### config.mk
export PLATFORM = sky130hd
export DESIGN_NAME = rscp_top
export DESIGN_NICKNAME = d
export VERILOG_FILES = /design/src/hw/rscp_pkg.sv /design/src/hw/rscp_nv_store.sv /design/src/hw/rscp_top.sv
export SDC_FILE = /design/constraint.sdc
export NUM_CORES = 1
export LEC_CHECK = 0
export CORE_UTILIZATION = 30
export DETAILED_ROUTE_END_ITERATION = 8
export DONT_BUFFER_PORTS = 1
export GPL_ROUTABILITY_DRIVEN = 1
export GPL_TIMING_DRIVEN = 0
export RECOVER_POWER = 25
export SYNTH_ARGS = -nofsm -noshare
export SYNTH_HDL_FRONTEND = slang
export SYNTH_SLANG_ARGS = --single-unit
### constraint.sdc
create_clock -name core_clk -period 19.5 [get_ports core_clk]
set_input_delay 1.95 -clock core_clk [delete_from_list [all_inputs] [get_ports core_clk]]
set_output_delay 1.95 -clock core_clk [all_outputs]
set_load 0.02 [all_outputs]
### src/hw/rscp_pkg.sv
`default_nettype none
package rscp_pkg;

  localparam int          WORD_BITS      = 24;
  localparam int          CMD_LSB        = 20;
  localparam int          ADDR_LSB       = 16;
  localparam int          WIPER_BITS     = 10;
  localparam int          NV_BITS        = 16;
  localparam int          NV_DEPTH       = 16;

  localparam logic [3:0]  CMD_NOP        = 4'h0;
  localparam logic [3:0]  CMD_NV_TO_WIPER = 4'h1;
  localparam logic [3:0]  CMD_SAVE_WIPER = 4'h2;
  localparam logic [3:0]  CMD_WRITE_NV   = 4'h3;
  localparam logic [3:0]  CMD_RSHIFT     = 4'h4;
  localparam logic [3:0]  CMD_RSHIFT_ALL = 4'h5;
  localparam logic [3:0]  CMD_DEC        = 4'h6;
  localparam logic [3:0]  CMD_DEC_ALL    = 4'h7;
  localparam logic [3:0]  CMD_RELOAD_ALL = 4'h8;
  localparam logic [3:0]  CMD_READ_NV    = 4'h9;
  localparam logic [3:0]  CMD_READ_WIPER = 4'ha;
  localparam logic [3:0]  CMD_WRITE_WIPER = 4'hb;
  localparam logic [3:0]  CMD_LSHIFT     = 4'hc;
  localparam logic [3:0]  CMD_LSHIFT_ALL = 4'hd;
  localparam logic [3:0]  CMD_INC        = 4'he;
  localparam logic [3:0]  CMD_INC_ALL    = 4'hf;

  localparam logic [3:0]  ADDR_CHAN0     = 4'h0;
  localparam logic [3:0]  ADDR_CHAN1     = 4'h1;

  localparam logic [9:0]  WIPER_MIDSCALE = 10'h200;
  localparam logic [15:0] NV_WIPER_RESET = 16'h0200;
  localparam logic [15:0] NV_USER_RESET  = 16'h0000;

  localparam int          CLK_PERIOD_PS  = 25000;
  localparam int          NV_WRITE_NS    = 200;
  localparam int          NV_WRITE_CYCLES = (NV_WRITE_NS * 1000 + CLK_PERIOD_PS - 1) /
                                            CLK_PERIOD_PS;
  localparam logic [3:0]  NV_WRITE_COUNT = 4'(NV_WRITE_CYCLES);

  localparam int          PIN_SCLK       = 0;
  localparam int          PIN_CS         = 1;
  localparam int          PIN_DATA_IN    = 2;
  localparam int          PIN_WP         = 3;
  localparam int          PIN_PRESET     = 4;
  localparam logic [4:0]  SYNC_IDLE      = 5'h0a;

  typedef enum logic [2:0] {ST_IDLE, ST_READ, ST_APPLY, ST_WRITE, ST_DONE} rscp_state_t;

endpackage
`default_nettype wire

### src/hw/rscp_nv_store.sv
`timescale 1ns/1ps
`default_nettype none
module rscp_nv_store import rscp_pkg::*; (
  input  wire logic        core_clk,
  input  wire logic        rst_n,
  input  wire logic [3:0]  rd_addr,
  output logic      [15:0] rd_data,
  input  wire logic        wr_en,
  input  wire logic [3:0]  wr_addr,
  input  wire logic [15:0] wr_data
);

  typedef struct packed {
    logic [NV_DEPTH-1:0][NV_BITS-1:0] mem;
    logic [NV_BITS-1:0]               rd_data;
  } rscp_nv_t;

  // Flops stand in for the cells; reset plays the factory image
  localparam rscp_nv_t NV_RESET = '{mem: {{(NV_DEPTH-2){NV_USER_RESET}},
                                          NV_WIPER_RESET, NV_WIPER_RESET},
                                    rd_data: '0};

  rscp_nv_t q;
  rscp_nv_t d;

  always_comb begin
    d = q;
    if (wr_en) begin
      d.mem[wr_addr] = wr_data;
    end
    d.rd_data = q.mem[rd_addr];
  end

  always_ff @(posedge core_clk or negedge rst_n) begin
    if (!rst_n) begin
      q <= NV_RESET;
    end else begin
      q <= d;
    end
  end

  assign rd_data = q.rd_data;

endmodule
`default_nettype wire

### src/hw/rscp_top.sv
`timescale 1ns/1ps
`default_nettype none
// Operation
// - Capture one bit per serial clock rise while select is low
// - Word arrives MSB first, sampled rising
// - Data out echoes input 24 clocks late
// - Commands 9, 10 shift register data out
// - Address 0 picks channel 0, 1 channel 1
// - Write protect blocks all store changes
// - Reloads from store still run when protected
// - Preset copies store into both wipers
// - Preset acts on its rising edge only
// - Store entries 0, 1 default to midscale 512, the rest to 0
// - Execute only when select rises
// - Ready marks end of 2,3,8,9,10, preset
// - Word is command, address, sixteen data
// - Codes 0, 1, 8: nop, load, reload
// - Next full word carries readback data
module rscp_top import rscp_pkg::*; (
  input  wire logic       core_clk,
  input  wire logic       resetn,
  input  wire logic       serial_clk,
  input  wire logic       chip_select_n,
  input  wire logic       serial_data_in,
  input  wire logic       write_protect_n,
  input  wire logic       hardware_preset,
  input  wire logic       serial_data_out_in,
  output logic            serial_data_out_o,
  output logic            serial_data_out_oe,
  input  wire logic       ready_in,
  output logic            ready_o,
  output logic            ready_oe,
  output logic      [9:0] wiper_register_0,
  output logic      [9:0] wiper_register_1
);

  typedef struct packed {
    logic [4:0]                      sync1;
    logic [4:0]                      sync2;
    logic [4:0]                      sync3;
    rscp_state_t                     state;
    logic [WORD_BITS-1:0]            shift;
    logic [1:0][WIPER_BITS-1:0]      wiper;
    logic [3:0]                      op_cmd;
    logic [3:0]                      op_addr;
    logic                            op_second;
    logic [3:0]                      wait_cnt;
    logic                            ready;
  } rscp_regs_t;

  localparam rscp_regs_t REGS_RESET = '{sync1: SYNC_IDLE, sync2: SYNC_IDLE, sync3: SYNC_IDLE,
                                        state: ST_IDLE, shift: '0,
                                        wiper: {WIPER_MIDSCALE, WIPER_MIDSCALE},
                                        op_cmd: CMD_NOP, op_addr: ADDR_CHAN0,
                                        op_second: 1'b0, wait_cnt: '0, ready: 1'b1};

  logic [1:0]         rst_sync;
  logic               rst_n;
  rscp_regs_t         q;
  rscp_regs_t         d;
  logic               sclk_rise;
  logic               cs_low;
  logic               cs_rise;
  logic               preset_rise;
  logic               wp_on;
  logic [3:0]         cmd;
  logic [3:0]         addr;
  logic [15:0]        data;
  logic               nv_we;
  logic [3:0]         nv_wa;
  logic [15:0]        nv_wd;
  logic [15:0]        nv_rd;

  // Commands that change the store, or a wiper other than by reload from the store
  function automatic logic guarded(input logic [3:0] c);
    return !(c inside {CMD_NOP, CMD_NV_TO_WIPER, CMD_RELOAD_ALL, CMD_READ_NV, CMD_READ_WIPER});
  endfunction

  function automatic logic completes(input logic [3:0] c);
    return c inside {CMD_SAVE_WIPER, CMD_WRITE_NV, CMD_RELOAD_ALL, CMD_READ_NV, CMD_READ_WIPER};
  endfunction

  function automatic logic [9:0] wiper_op(input logic [3:0] c, input logic [9:0] w,
                                          input logic [9:0] v);
    logic [9:0] r;
    r = w;
    case (c)
      CMD_RSHIFT, CMD_RSHIFT_ALL: r = w >> 1;
      CMD_DEC, CMD_DEC_ALL:       r = (w == '0) ? w : w - 10'h001;
      CMD_LSHIFT, CMD_LSHIFT_ALL: r = w[9] ? '1 : {w[8:0], 1'b0};
      CMD_INC, CMD_INC_ALL:       r = (&w) ? w : w + 10'h001;
      CMD_WRITE_WIPER:            r = v;
      default:                    r = w;
    endcase
    return r;
  endfunction

  always_ff @(posedge core_clk or negedge resetn) begin
    if (!resetn) begin
      rst_sync <= 2'h0;
    end else begin
      rst_sync <= {rst_sync[0], 1'b1};
    end
  end
  assign rst_n = rst_sync[1];

  assign sclk_rise   = q.sync2[PIN_SCLK] & ~q.sync3[PIN_SCLK];
  assign cs_low      = ~q.sync2[PIN_CS];
  assign cs_rise     = q.sync2[PIN_CS] & ~q.sync3[PIN_CS];
  assign preset_rise = q.sync2[PIN_PRESET] & ~q.sync3[PIN_PRESET];
  assign wp_on       = ~q.sync2[PIN_WP];
  assign cmd         = q.shift[WORD_BITS-1:CMD_LSB];
  assign addr        = q.shift[CMD_LSB-1:ADDR_LSB];
  assign data        = q.shift[ADDR_LSB-1:0];

  always_comb begin
    d       = q;
    nv_we   = 1'b0;
    nv_wa   = q.op_addr;
    nv_wd   = '0;
    d.sync1 = {hardware_preset, write_protect_n, serial_data_in, chip_select_n, serial_clk};
    d.sync2 = q.sync1;
    d.sync3 = q.sync2;
    if (sclk_rise && cs_low) begin
      d.shift = {q.shift[WORD_BITS-2:0], q.sync2[PIN_DATA_IN]};
    end
    unique case (q.state)
      ST_IDLE: begin
        if (preset_rise) begin
          d.op_cmd    = CMD_RELOAD_ALL;
          d.op_addr   = ADDR_CHAN0;
          d.op_second = 1'b0;
          d.ready     = 1'b0;
          d.state     = ST_READ;
        end else if (cs_rise && !(wp_on && guarded(cmd))) begin
          d.op_cmd    = cmd;
          d.op_addr   = {3'h0, addr[0]};
          d.op_second = 1'b0;
          if (completes(cmd)) begin
            d.ready = 1'b0;
          end
          unique case (cmd)
            CMD_NOP: begin
            end
            CMD_NV_TO_WIPER: d.state = ST_READ;
            CMD_READ_NV: begin
              d.op_addr = addr;
              d.state   = ST_READ;
            end
            CMD_RELOAD_ALL: begin
              d.op_addr = ADDR_CHAN0;
              d.state   = ST_READ;
            end
            CMD_SAVE_WIPER, CMD_WRITE_NV: begin
              nv_we      = 1'b1;
              nv_wa      = (cmd == CMD_WRITE_NV) ? addr : {3'h0, addr[0]};
              nv_wd      = (cmd == CMD_WRITE_NV) ? data : {6'h00, q.wiper[addr[0]]};
              d.wait_cnt = NV_WRITE_COUNT;
              d.state    = ST_WRITE;
            end
            CMD_READ_WIPER: begin
              d.shift[15:0] = {6'h00, q.wiper[addr[0]]};
              d.state       = ST_DONE;
            end
            default: begin
              for (int i = 0; i < 2; i++) begin
                if (cmd[0] && cmd != CMD_WRITE_WIPER || addr[0] == 1'(i)) begin
                  d.wiper[i] = wiper_op(cmd, q.wiper[i], data[WIPER_BITS-1:0]);
                end
              end
            end
          endcase
        end
      end
      ST_READ: d.state = ST_APPLY;
      ST_APPLY: begin
        if (q.op_cmd == CMD_READ_NV) begin
          d.shift[15:0] = nv_rd;
        end else begin
          d.wiper[q.op_addr[0]] = nv_rd[WIPER_BITS-1:0];
        end
        if (q.op_cmd == CMD_RELOAD_ALL && !q.op_second) begin
          d.op_second = 1'b1;
          d.op_addr   = ADDR_CHAN1;
          d.state     = ST_READ;
        end else begin
          d.state = ST_DONE;
        end
      end
      ST_WRITE: begin
        d.wait_cnt = q.wait_cnt - 4'h1;
        if (q.wait_cnt == 4'h1) begin
          d.state = ST_DONE;
        end
      end
      ST_DONE: begin
        d.ready = 1'b1;
        d.state = ST_IDLE;
      end
    endcase
  end

  always_ff @(posedge core_clk or negedge rst_n) begin
    if (!rst_n) begin
      q <= REGS_RESET;
    end else begin
      q <= d;
    end
  end

  rscp_nv_store u_store (
    .core_clk (core_clk),
    .rst_n    (rst_n),
    .rd_addr  (q.op_addr),
    .rd_data  (nv_rd),
    .wr_en    (nv_we),
    .wr_addr  (nv_wa),
    .wr_data  (nv_wd)
  );

  // Open drain: only ever pull low; MSB of the shifter is the echo
  assign serial_data_out_o  = 1'b0;
  assign serial_data_out_oe = ~q.shift[WORD_BITS-1];
  assign ready_o            = 1'b0;
  assign ready_oe           = ~q.ready;
  assign wiper_register_0   = q.wiper[0];
  assign wiper_register_1   = q.wiper[1];

  logic [5:0] busy_cnt;
  always_ff @(posedge core_clk or negedge rst_n) begin
    if (!rst_n) begin
      busy_cnt <= '0;
    end else begin
      busy_cnt <= q.ready ? 6'h00 : busy_cnt + 6'h01;
    end
  end
endmodule
`default_nettype wire

Word level (Yosys, flattened, before mapping)
Index checks and enable logic that the tools add are counted.
Storage, ports and cells
  flip-flop bits (word level): 350
  input port bits: 9
  output and inout bits: 24
  logic and storage cells: 189
Operators by class
  $add $sub $neg: 5
  $lt $le $gt $ge: 6
  eq/ne operators: 40
  multiplexer cells: 58
  bitwise logic cells: 11
  reductions and logical operators: 38
Operators with widths (number)
  bitwise mux 256 bit: 1
  2-to-1 mux 16 bit: 10
  2-to-1 mux 10 bit: 11
  one-hot mux 10 bit (5 select lines): 2
  one-hot mux 36 bit (2 select lines): 1
  binary-select mux 16 bit (select 4 bit): 1
  demux 16 bit (select 4 bit): 1
  2-to-1 mux 50 bit: 1
  equality test 4 bit (second input constant): 10
  2-to-1 mux 20 bit: 2
  2-to-1 mux 36 bit: 1
  2-to-1 mux 4 bit: 7
  adder 10 x 1 -> 10 bit (second input constant): 2
  bitwise mux 20 bit: 1
  zero test 10 bit: 2
  AND reduction 10 bit: 2
  subtractor 10 x 1 -> 10 bit (second input constant): 2
  != test 3 bit (second input constant): 6
  AND reduction 9 bit: 2
  equality test 4 x 3 -> 1 bit (second input constant): 4
  != test 2 bit (second input constant): 8
  one-hot mux 4 bit (2 select lines): 2
  one-hot mux 3 bit (5 select lines): 1
  2-to-1 mux 3 bit: 4
  36 further kinds: 74

Depth between registers and ports, before layout
Gate-level depths: netlist (run 1).
  word-level depth: 14
  depth in mapped cells: 12
  depth with buffers taken out: 9

By module
Synthesis (run 1) repeated with hierarchy kept, for this count alone.
Unflattened totals
  cells, all modules: 1398
  area, all modules: 17570.6 um2
Modules (own cells, without submodules)
  rscp_nv_store: times used 1, cells each 744, area an instance 12146.6 um2, sequential area each 6809.0 um2
  rscp_top: times used 1, cells each 654, area an instance 5424.0 um2, sequential area each 1911.8 um2

Worst setup path before layout (run 1)
No wires, ideal clock.
  kind: register -> output
  start point: register q, in the netlist cmd[3]
  end point: output port serial_data_out_oe
  arrival time: 1.408 ns
  required time: 17.550 ns
  slack: 16.142 ns
  cell stages (with the launch flop): 5
  buffers on the path: 3
  path through: dfrtp_1 clkbuf_1 clkbuf_1 clkbuf_1 clkinv_1
On the way
  word-level cells in the longest chain between the ends: 1
Ends and longest elaborated chain
  start: declaration: line rscp_top.sv:59  | rscp_regs_t q;
  start signal: assignment: line rscp_top.sv:205  | q <= REGS_RESET;
  start signal: assignment: line rscp_top.sv:207  | q <= d;
  inverter 1 bit: line rscp_top.sv:223  | assign serial_data_out_oe = ~q.shift[WORD_BITS-1];
  end: declaration: line rscp_top.sv:29  | output logic serial_data_out_oe,
No other way between the ends.

==> results of run 1 <==
## power breakdown
part           internal (mW)  switching, mW  leakage (nW)
Sequential             0.743         0.0228          4.78
Combinational         0.0479         0.0955          2.55
Clock                  0.421          0.300         0.596
Total                   1.21          0.418          7.92
## logic make-up after synthesis
group           Yosys count  synth area share, %
simple gates            451                 12.1
compound gates          374                 13.4
mux                     195                 17.9
fa+ha+maj                 4                0.293
xor+xnor                 13                0.667
other cells               2               0.0440
buf+inv                 178                 4.51
flops                   348                 51.1
## worst max path at each step
stage,startpoint,endpoint,cells after the start
finish,rst_sync[1],u_store.q[89],2
global route,rst_sync[1],u_store.q[218],2
CTS,cmd[3],serial_data_out_oe,4
detailed placement,cmd[3],serial_data_out_oe,4
global placement,rst_sync[1],wiper_register_1[3],0
floorplan,rst_sync[1],addr[0],0
## synthesized netlist by cell type, types with 5 or more instances
cell       instances
a22oi_1            8
or4_1              6
o2bb2ai_1         11
o21ai_0          231
nand2_1          271
mux4_2            80
a21oi_1           24
mux2i_1           29
nand4_1           14
xor2_1             7
nand3_1           20
a22o_1             9
and3_1             9
nor4_1            13
nor2b_1            5
a32o_1             6
nor2_1            45
o211a_1            7
o221ai_1          13
o211ai_1           9
clkbuf_1         124
dfrtp_1          338
buf_4             22
dfstp_2           10
a31oi_1            9
xnor2_1            6
inv_1             10
mux2_2            86
buf_1             11
buf_2              9
nor3_1            16
nand2b_1          17
nor3b_1            6
a221oi_1           6
## area by class of cell
| class | instances | area [sq um] | area share [%] |
|---|---|---|---|
| flip-flops and latches | 348 | 8720 | 45.2 |
| multi-input cells | 1040 | 7590 | 39.3 |
| clock buffers | 55 | 1110 | 5.73 |
| well taps | 756 | 946 | 4.90 |
| plain buffers | 167 | 728 | 3.77 |
| clock inverters | 8 | 123 | 0.635 |
| repair buffers | 5 | 42.5 | 0.220 |
| inverters | 11 | 41.3 | 0.214 |
## layer usage
layer  GRT usage, %  share of wire (%)  vias up
met5              0                  0        -
met4           6.95                3.8        0
met3           3.57                6.7      122
met2           29.9                 47      491
met1           24.2                 42     6595
li1               -                  -     5735
## stage by stage
stage	util (%)	hold WS, ns
6_report	34.3	0.346
2_1_floorplan	-	0.331
4_1_cts	34.5	0.257
3_5_place_dp	32.3	0.251
3_3_place_gp	32.0	0.337
5_1_grt	34.3	0.352
## state kept, by name, indices dropped and copies added, names as in the netlist
| register | cells |
|---|---|
| u_store.q | 256 |
| q | 20 |
| data | 16 |
| u_store.rd_data | 16 |
| d | 10 |
| wiper_register_0 | 10 |
| wiper_register_1 | 10 |
| addr | 4 |
| cmd | 4 |
| rst_sync | 2 |
## cell usage in the layout, fill, tap and decap left out, types with 5 or more instances in the layout
cell | Yosys | layout
dfrtp_1 | 338 | 338
nand2_1 | 271 | 271
o21ai_0 | 231 | 231
clkbuf_1 | 124 | 137
mux2_2 | 86 | 86
mux4_2 | 80 | 80
nor2_1 | 45 | 45
clkbuf_16 | 0 | 39
mux2i_1 | 29 | 29
a21oi_1 | 24 | 24
buf_4 | 22 | 22
nand3_1 | 20 | 20
nand2b_1 | 17 | 17
nor3_1 | 16 | 16
nand4_1 | 14 | 14
o221ai_1 | 13 | 13
nor4_1 | 13 | 13
buf_1 | 11 | 11
o2bb2ai_1 | 11 | 11
inv_1 | 10 | 10
and3_1 | 9 | 9
buf_2 | 9 | 9
o211ai_1 | 9 | 9
a22o_1 | 9 | 9
a31oi_1 | 9 | 9
dfstp_2 | 10 | 9
a22oi_1 | 8 | 8
o211a_1 | 7 | 7
xor2_1 | 7 | 7
clkbuf_8 | 0 | 7
xnor2_1 | 6 | 6
nor3b_1 | 6 | 6
or4_1 | 6 | 6
a32o_1 | 6 | 6
a221oi_1 | 6 | 6
nor2b_1 | 5 | 5
==> results.sh, run 1 <==
export IMPL_status="finished with violations"
export IMPL_failed_checks="max-capacitance violations, max-slew violations"
export IMPL_cp_max_fo=74
export IMPL_ios=33
export IMPL_path_delay_family="buffers and inverters"
export IMPL_insertion_delay_ns=0.56
export IMPL_cp_cell_sequence="clkbuf_1, clkbuf_1"
export IMPL_grt_pass1_vias=13291
export IMPL_cp_start_kind="flip-flop"
export IMPL_place_congestion=0.967
export IMPL_r2r_slack_ns=12.49
export IMPL_clockBufferDepth=3
export IMPL_synth_edf_count=0
export IMPL_tns_ns=0
export IMPL_portBuffers=0
export IMPL_die_area_sq_mm=0.0579
export IMPL_crit_top_cell="clkbuf_1"
export IMPL_peakVddDrop_mv=0.0522
export IMPL_max_slew_margin_rel_pct=-168
export IMPL_synth_avg_cell_area_sq_um=10.9
export IMPL_fin_ws_ns=12.49
export IMPL_placed_cells=2327
export IMPL_hold_start="d[68]"
export IMPL_cellPowerDensity_mw_per_mm2=84.4
export IMPL_vias_per_cell=5.42
export IMPL_cp_slowest_cell="clkbuf_1"
export IMPL_grt_max_degree=75
export IMPL_leakage_nw=7.92
export IMPL_ant_nets=0
export IMPL_postLayoutCellArea_sq_mm=0.0193
export IMPL_cts_buffers=39
export IMPL_final_setup_viol_count=0
export IMPL_yosysTopAreaCell="dfrtp_1"
export IMPL_gr_total_overflow=0
export IMPL_wl_um=51400
export IMPL_worstReg2RegEnd="u_store.q[89]"
export IMPL_core_area_sq_mm=0.0563
export IMPL_ys_seq_area_share_pct=51.1
export IMPL_endpoint_kind="asynchronous set/reset pin"
export IMPL_min_path_cells=0
export IMPL_n_antenna_cell=0
export IMPL_hold_viol=0
export IMPL_synth_cell_types=75
export IMPL_dieHeight_um=241
export IMPL_grt_pass1_wl_um=81800
export IMPL_fin_crit_ns=7.01
export IMPL_path_class="flip-flop to asynchronous set/reset pin"
export IMPL_nFillCells=5657
export IMPL_cp_num_buf_inv=2
export IMPL_worstReg2RegStart="rst_sync[1]"
export IMPL_ff2ff_path_depth=2
export IMPL_postCtsResizedCells=0
export IMPL_layoutNonFillerInstCount=2390
export IMPL_firstDrtPassIters=5
export IMPL_worst_slew_pin_transition_ns=4.01
export IMPL_ys_ff_latch=348
export IMPL_hold_class="flip-flop to flip-flop"
export IMPL_rsz0062_at_grt="no"
export IMPL_post_cts_setup_buffers=0
export IMPL_total_power_mw=1.63
export IMPL_syn2layout_area_growth_pct=13.0
export IMPL_hold_buffers=0
export IMPL_drtIter0Drc=1233
export IMPL_yosysTopAreaCellShare_pct=49.5
export IMPL_fmax_mhz=143
export IMPL_synth_area_leaders="dfrtp_1 (50%), mux4_2 (11%), o21ai_0 (6.8%), nand2_1 (6.0%), mux2_2 (5.7%)"
export IMPL_dp_worst_setup_slack_ns=15.30
export IMPL_place_hpwl_um=37500
export IMPL_cts_tree="done"
export IMPL_root_buffer="clkbuf_16"
export IMPL_clkSinkCount=348
export IMPL_antenna_found_initial=0
export IMPL_skew_ns=0.0184
export IMPL_netlist_area_sq_mm=0.0171
export IMPL_cp_slowest_stage_delay_ns=2.94
export IMPL_finalNetCount=1625
export IMPL_cap_violations=4
export IMPL_ys_warn_count=0
export IMPL_drt_wirelength_per_cell_um=21.5
export IMPL_crit_required_ns=19.23
export IMPL_start_util_pct=30.3
export IMPL_clk_pin_slew_ns=0.06
export IMPL_final_layout_size_suffix_gt1_share_pct=17.1
export IMPL_vias=12943
export IMPL_post_route_period_util_pct=35.9
export IMPL_grtUsageTotal_pct=18.4
export IMPL_async_reset_ff_share_pct=100
export IMPL_cp_arrival_ns=6.74
export IMPL_postSynthCellCount=1565
export IMPL_rows=87
export IMPL_min_to="d[63]"
export IMPL_ys_flop_type="dfrtp_1"
export IMPL_htreeDepth=2
export IMPL_place_area_sq_mm=0.0182
export IMPL_drc=0
export IMPL_die_width_um=241
export IMPL_report_final_slew_viol_count=270
Power figures use the tool's default switching activity.
==> inputs of run 2 (changes only) <==
- clock period: 19.5 -> 6.8 ns (I/O delays scaled with it)
==> run 2 against run 1 <==
Net effect:
- critical path type unchanged
- the run still ends with max-capacitance violations, max-slew violations left
- core utilization grew 0.12 points
- wire length shrank 2.5%
- count of clock-buffer cells in the layout fell by 2
==> results.sh, run 2 (synthesis gave the netlist of run 1 again) <==
export IMPL_dieHeight_um=241
export IMPL_insertion_delay_ns=0.55
export IMPL_post_cts_setup_buffers=0
export IMPL_worst_slew_pin_transition_ns=3.84
export IMPL_die_width_um=241
export IMPL_finalNetCount=1625
export IMPL_clkSinkCount=348
export IMPL_failed_checks="max-capacitance violations, max-slew violations"
export IMPL_drt_wirelength_per_cell_um=20.9
export IMPL_rsz0062_at_grt="no"
export IMPL_gr_total_overflow=0
export IMPL_grt_pass1_wl_um=79000
export IMPL_endpoint_kind="asynchronous set/reset pin"
export IMPL_ant_nets=0
export IMPL_cts_buffers=38
export IMPL_hold_viol=0
export IMPL_grtUsageTotal_pct=17.7
export IMPL_final_layout_size_suffix_gt1_share_pct=17.7
export IMPL_regArea_sq_mm=0.00872
export IMPL_clk_pin_slew_ns=0.06
export IMPL_largest_register_ffs=256
export IMPL_mostFrequentLayoutCells="dfrtp_1 (338), nand2_1 (271), o21ai_0 (231)"
export IMPL_tns_ns=0
export IMPL_postLayoutCellArea_sq_mm=0.0194
export IMPL_hold_class="input pin to flip-flop"
export IMPL_grt_pass1_vias=13056
export IMPL_cp_cell_sequence="clkbuf_1"
export IMPL_place_congestion=0.946
export IMPL_crit_required_ns=6.56
export IMPL_vias_per_cell=5.39
export IMPL_wl_um=50100
export IMPL_largest_register="u_store.q"
export IMPL_peakVddDrop_mv=0.145
export IMPL_nFillCells=5638
export IMPL_cap_violations=2
export IMPL_path_delay_family="buffers and inverters"
export IMPL_antenna_found_initial=0
export IMPL_htreeDepth=2
export IMPL_grt_max_degree=74
export IMPL_report_final_slew_viol_count=137
export IMPL_cp_arrival_ns=4.02
export IMPL_drtIter0Drc=1195
export IMPL_final_common_cell="dfrtp_1"
export IMPL_place_hpwl_um=37400
export IMPL_comb_power_share_pct=9.0
export IMPL_rows=87
export IMPL_top_regs="u_store.q x256, q x20"
export IMPL_place_area_sq_mm=0.0182
export IMPL_fmax_mhz=234
export IMPL_n_antenna_cell=0
export IMPL_ios=33
export IMPL_vias=12912
export IMPL_switching_share_pct=25.9
export IMPL_firstDrtPassIters=6
export IMPL_root_buffer="clkbuf_16"
export IMPL_drc=0
export IMPL_p_seq_share_pct=47.2
export IMPL_p_clk_share_pct=43.9
export IMPL_cp_slowest_cell="clkbuf_1"
export IMPL_cts_tree="done"
export IMPL_skew_ns=0.0168
export IMPL_die_area_sq_mm=0.0579
export IMPL_clockBufferDepth=3
export IMPL_post_route_period_util_pct=62.7
export IMPL_start_util_pct=30.3
export IMPL_internal_power_mw=3.44
export IMPL_p_switching_mw=1.21
export IMPL_cp_slowest_stage_delay_ns=2.73
export IMPL_fin_crit_ns=4.27
export IMPL_core_area_sq_mm=0.0563
export IMPL_final_setup_viol_count=0
export IMPL_leakage_nw=7.96
export IMPL_path_class="flip-flop to asynchronous set/reset pin"
export IMPL_max_slew_margin_rel_pct=-156
export IMPL_syn2layout_area_growth_pct=13.4
export IMPL_portBuffers=0
export IMPL_cp_max_fo=72
export IMPL_cellPowerDensity_mw_per_mm2=240
export IMPL_cp_num_buf_inv=1
export IMPL_cp_start_kind="flip-flop"
export IMPL_status="finished with violations"
export IMPL_multi_input_area_sq_mm=0.00759
==> run 2: cell types whose count changed in the layout (fill, tap and decap cells not counted), sizes merged, moves of 2 or more <==
cell / previous run / this run
clkinv: 6 / 11
clkbuf: 183 / 179
clkinvlp: 1 / 4
buf: 44 / 46
==> run 2: layer usage <==
metal  share of wire [%]  track usage [%]  vias up  routed length, um
met5                   0                0        -                  0
met4                 3.2             5.81        0               1590
met3                 5.4             2.12      101               2720
met2                  48             28.9      443              24000
met1                  44             24.4     6634              21800
li1                    -                -     5734                  -
==> run 2: power groups by stage <==
stage	logic, mW	registers, mW	clock network, mW
after floorplan	0.275	2.23	0
after global placement	0.367	2.26	0
after detailed placement	0.420	2.23	0
after CTS	0.421	2.19	2.09
after global routing	0.463	2.20	2.17
final	0.417	2.19	2.04
==> run 2: metrics by stage <==
step / setup WS [ns] / total power [mW] / util [%] / hold WS, ns / instances
global route: 1.56 / 4.83 / 34.4 / 0.116 / 2397
detailed placement: 3.05 / 2.65 / 32.3 / 0.196 / 2327
floorplan: 1.12 / 2.51 / - / 0.331 / 1566
global placement: -0.871 / 2.63 / 32.0 / 0.338 / 2322
CTS: 3.04 / 4.70 / 34.5 / 0.121 / 2397
finish: 2.53 / 4.65 / 34.4 / 0.135 / 2397
==> run 2: path summary, 6_finish.rpt <==
check / slack, ns / cells past startpoint / endpoint / start
min reg2reg: 0.22 / 0 / u_store.q[96] / rst_sync[1]
max in group core_clk: 2.99 / 9 / wiper_register_0[4] / cmd[3]
min: 0.13 / 0 / d[69] / write_protect_n
min in group asynchronous: 0.22 / 0 / u_store.q[96] / rst_sync[1]
max reg2reg: 2.53 / 1 / wiper_register_1[7] / rst_sync[1]
max: 2.53 / 1 / wiper_register_1[7] / rst_sync[1]
==> run 2: final cells by class <==
type,instances,area share [%]
Buffer,167,3.76
Clock buffer,53,5.67
Clock inverter,16,0.730
Inverter,11,0.213
Multi-Input combinational cell,1040,39.2
Sequential cell,348,45.0
Tap cell,756,4.88
Timing Repair Buffer,6,0.517
==> run 2: what timing repair did <==
action,CTS,global route
hold buffers,1,0
endpoints found under the setup margin,0,0
hold endpoints to repair,2,0
gates resized for setup,0,0
==> inputs of run 3 (changes only) <==
- clock period: 6.8 -> 3.6 ns (I/O delays scaled with it)
==> run 3 against run 2 <==
Net effect:
- the run still ends with max-capacitance violations, max-slew violations left
- sequential share of layout area shrank 0.25 points
- total power grew 90%
- flip-flop and latch count is the same
- highest routed layer unchanged
- core utilization grew 0.20 points
- via count shrank 1.3%
- register-to-register slack lost 2.4 ns
- critical endpoint is now wiper_register_0[6]
- wire length shrank 1.2%
- fmax grew 24%
- clock power grew 91%
- global-route usage shrank 0.36 points
- critical path depth grew 10
==> results.sh, run 3 (synthesis gave the netlist of run 1 again) <==
export IMPL_status="finished with violations"
export IMPL_failed_checks="max-capacitance violations, max-slew violations"
export IMPL_hold_viol=0
export IMPL_die_width_um=241
export IMPL_clkSinkCount=348
export IMPL_place_congestion=0.980
export IMPL_dieHeight_um=241
export IMPL_endpoint_kind="flip-flop"
export IMPL_cp_cell_sequence="clkbuf_1, clkbuf_2, and3_1, xnor2_1, ha_1, or4_1, o32ai_1, xor2_1, a21oi_1, o31ai_1, a22o_1"
export IMPL_drtIter0Drc=1112
export IMPL_htreeDepth=2
export IMPL_cap_violations=1
export IMPL_fin_util_pct=34.6
export IMPL_final_setup_viol_count=0
export IMPL_cp_arrival_ns=3.92
export IMPL_vias=12742
export IMPL_worstReg2RegStart="cmd[3]"
export IMPL_dp_worst_setup_slack_ns=-0.0392
export IMPL_p_clk_share_pct=44.2
export IMPL_firstDrtPassIters=7
export IMPL_crit_cells=11
export IMPL_path_class="flip-flop to flip-flop"
export IMPL_p_switching_mw=2.28
export IMPL_cp_start_kind="flip-flop"
export IMPL_ios=33
export IMPL_largest_register_ffs=256
export IMPL_post_route_period_util_pct=95.5
export IMPL_clockBufferDepth=3
export IMPL_grt_pass1_vias=12951
export IMPL_die_area_sq_mm=0.0579
export IMPL_peakVddDrop_mv=0.269
export IMPL_fin_ws_ns=0.162
export IMPL_place_area_sq_mm=0.0182
export IMPL_drc=0
export IMPL_antenna_found_initial=0
export IMPL_n_antenna_cell=0
export IMPL_crit_required_ns=4.08
export IMPL_clk_pin_slew_ns=0.06
export IMPL_rows=87
export IMPL_comb_power_share_pct=9.0
export IMPL_final_common_cell="dfrtp_1"
export IMPL_fin_crit_ns=3.44
export IMPL_worstSetupStartpoint="cmd[3]"
export IMPL_portBuffers=0
export IMPL_finalNetCount=1630
export IMPL_cts_buffers=39
export IMPL_hold_class="input pin to asynchronous set/reset pin"
export IMPL_drt_wirelength_per_cell_um=20.6
export IMPL_top_regs="u_store.q x256, q x20"
export IMPL_mostFrequentLayoutCells="dfrtp_1 (338), nand2_1 (271), o21ai_0 (228)"
export IMPL_grt_max_degree=74
export IMPL_syn2layout_area_growth_pct=14.0
export IMPL_largest_register="u_store.q"
export IMPL_grtUsageTotal_pct=17.3
export IMPL_leakage_nw=8.02
export IMPL_core_area_sq_mm=0.0563
export IMPL_wl_um=49500
export IMPL_max_slew_margin_rel_pct=-14.9
export IMPL_final_layout_size_suffix_gt1_share_pct=17.7
export IMPL_insertion_delay_ns=0.55
export IMPL_rsz0062_at_grt="no"
export IMPL_gr_total_overflow=0
export IMPL_internal_power_mw=6.55
export IMPL_vias_per_cell=5.31
export IMPL_ant_nets=0
export IMPL_switching_share_pct=25.8
export IMPL_fmax_mhz=291
export IMPL_cp_max_fo=10
export IMPL_report_final_slew_viol_count=71
export IMPL_postLayoutCellArea_sq_mm=0.0195
export IMPL_place_hpwl_um=37500
export IMPL_worst_slew_pin_transition_ns=1.72
export IMPL_root_buffer="clkbuf_16"
export IMPL_cp_slowest_cell="and3_1"
export IMPL_skew_ns=0.0103
export IMPL_grt_pass1_wl_um=77600
export IMPL_ff2ff_path_depth=11
export IMPL_start_util_pct=30.3
export IMPL_cellPowerDensity_mw_per_mm2=454
export IMPL_cp_slowest_stage_delay_ns=0.51
export IMPL_cts_tree="done"
export IMPL_path_delay_family="simple AND/OR/NAND/NOR gates"
export IMPL_cp_num_buf_inv=2
export IMPL_p_seq_share_pct=46.8
==> run 3: final cells by class <==
class | instances | area [sq um]
Clock buffer | 59 | 1130
Fill cell | 5585 | 36800
Clock inverter | 9 | 119
Multi-Input combinational cell | 1040 | 7600
Buffer | 166 | 734
Tap cell | 756 | 946
Inverter | 11 | 45.0
Sequential cell | 348 | 8720
Timing Repair Buffer | 11 | 175
==> run 3: power groups by stage <==
stage / Combinational [mW] / Clock [mW] / Sequential (mW)
floorplan: 0.520 / 0 / 4.22
finish: 0.794 / 3.90 / 4.14
CTS: 0.798 / 3.98 / 4.14
global placement: 0.690 / 0 / 4.27
global route: 0.880 / 4.13 / 4.15
detailed placement: 0.789 / 0 / 4.20
==> run 3: path summary, 6_finish.rpt <==
path / to / slack [ns]
worst min-delay path: rst_sync[1] / 0.04
worst min register to register: u_store.q[209] / 0.29
worst max register to register: wiper_register_0[6] / 0.16
max in group asynchronous: wiper_register_1[7] / 1.17
min in group core_clk: d[63] / 0.35
worst max-delay path: wiper_register_0[6] / 0.16
==> run 3: metrics by stage <==
stage	hold slack (ns)	std cells	power (mW)	TNS [ns]
finish	0.0412	2400	8.83	0
detailed placement	0.0645	2327	4.99	-0.0742
CTS	0.0290	2401	8.92	0
global placement	0.0645	2322	4.96	-316.05
global route	0.0371	2400	9.16	0
floorplan	0.0644	1566	4.74	0
==> run 3: worst reg2reg max path, cell delays in order, from the launching register on <==
cell      delay [ns]
dfrtp_1         0.32
clkbuf_1        0.39
clkbuf_2        0.35
and3_1          0.51
xnor2_1         0.13
ha_1            0.28
or4_1           0.45
o32ai_1         0.29
xor2_1          0.18
a21oi_1         0.08
o31ai_1         0.23
a22o_1          0.16
==> run 3: layer usage <==
metal,part of all wire [%],track usage (%),wire length (um)
met1,42,22.5,20900
met2,48,29.0,23900
met3,5.7,2.62,2820
met4,3.9,6.68,1910
met5,0,0,0
==> run 3: timing repair <==
action | 4_1_cts | 5_1_grt
setup buffers | 0 | 0
setup endpoints to repair | 4 | 48
endpoints found under the hold margin | 7 | 0
hold buffers | 6 | 0
gates resized for setup | 1 | 13
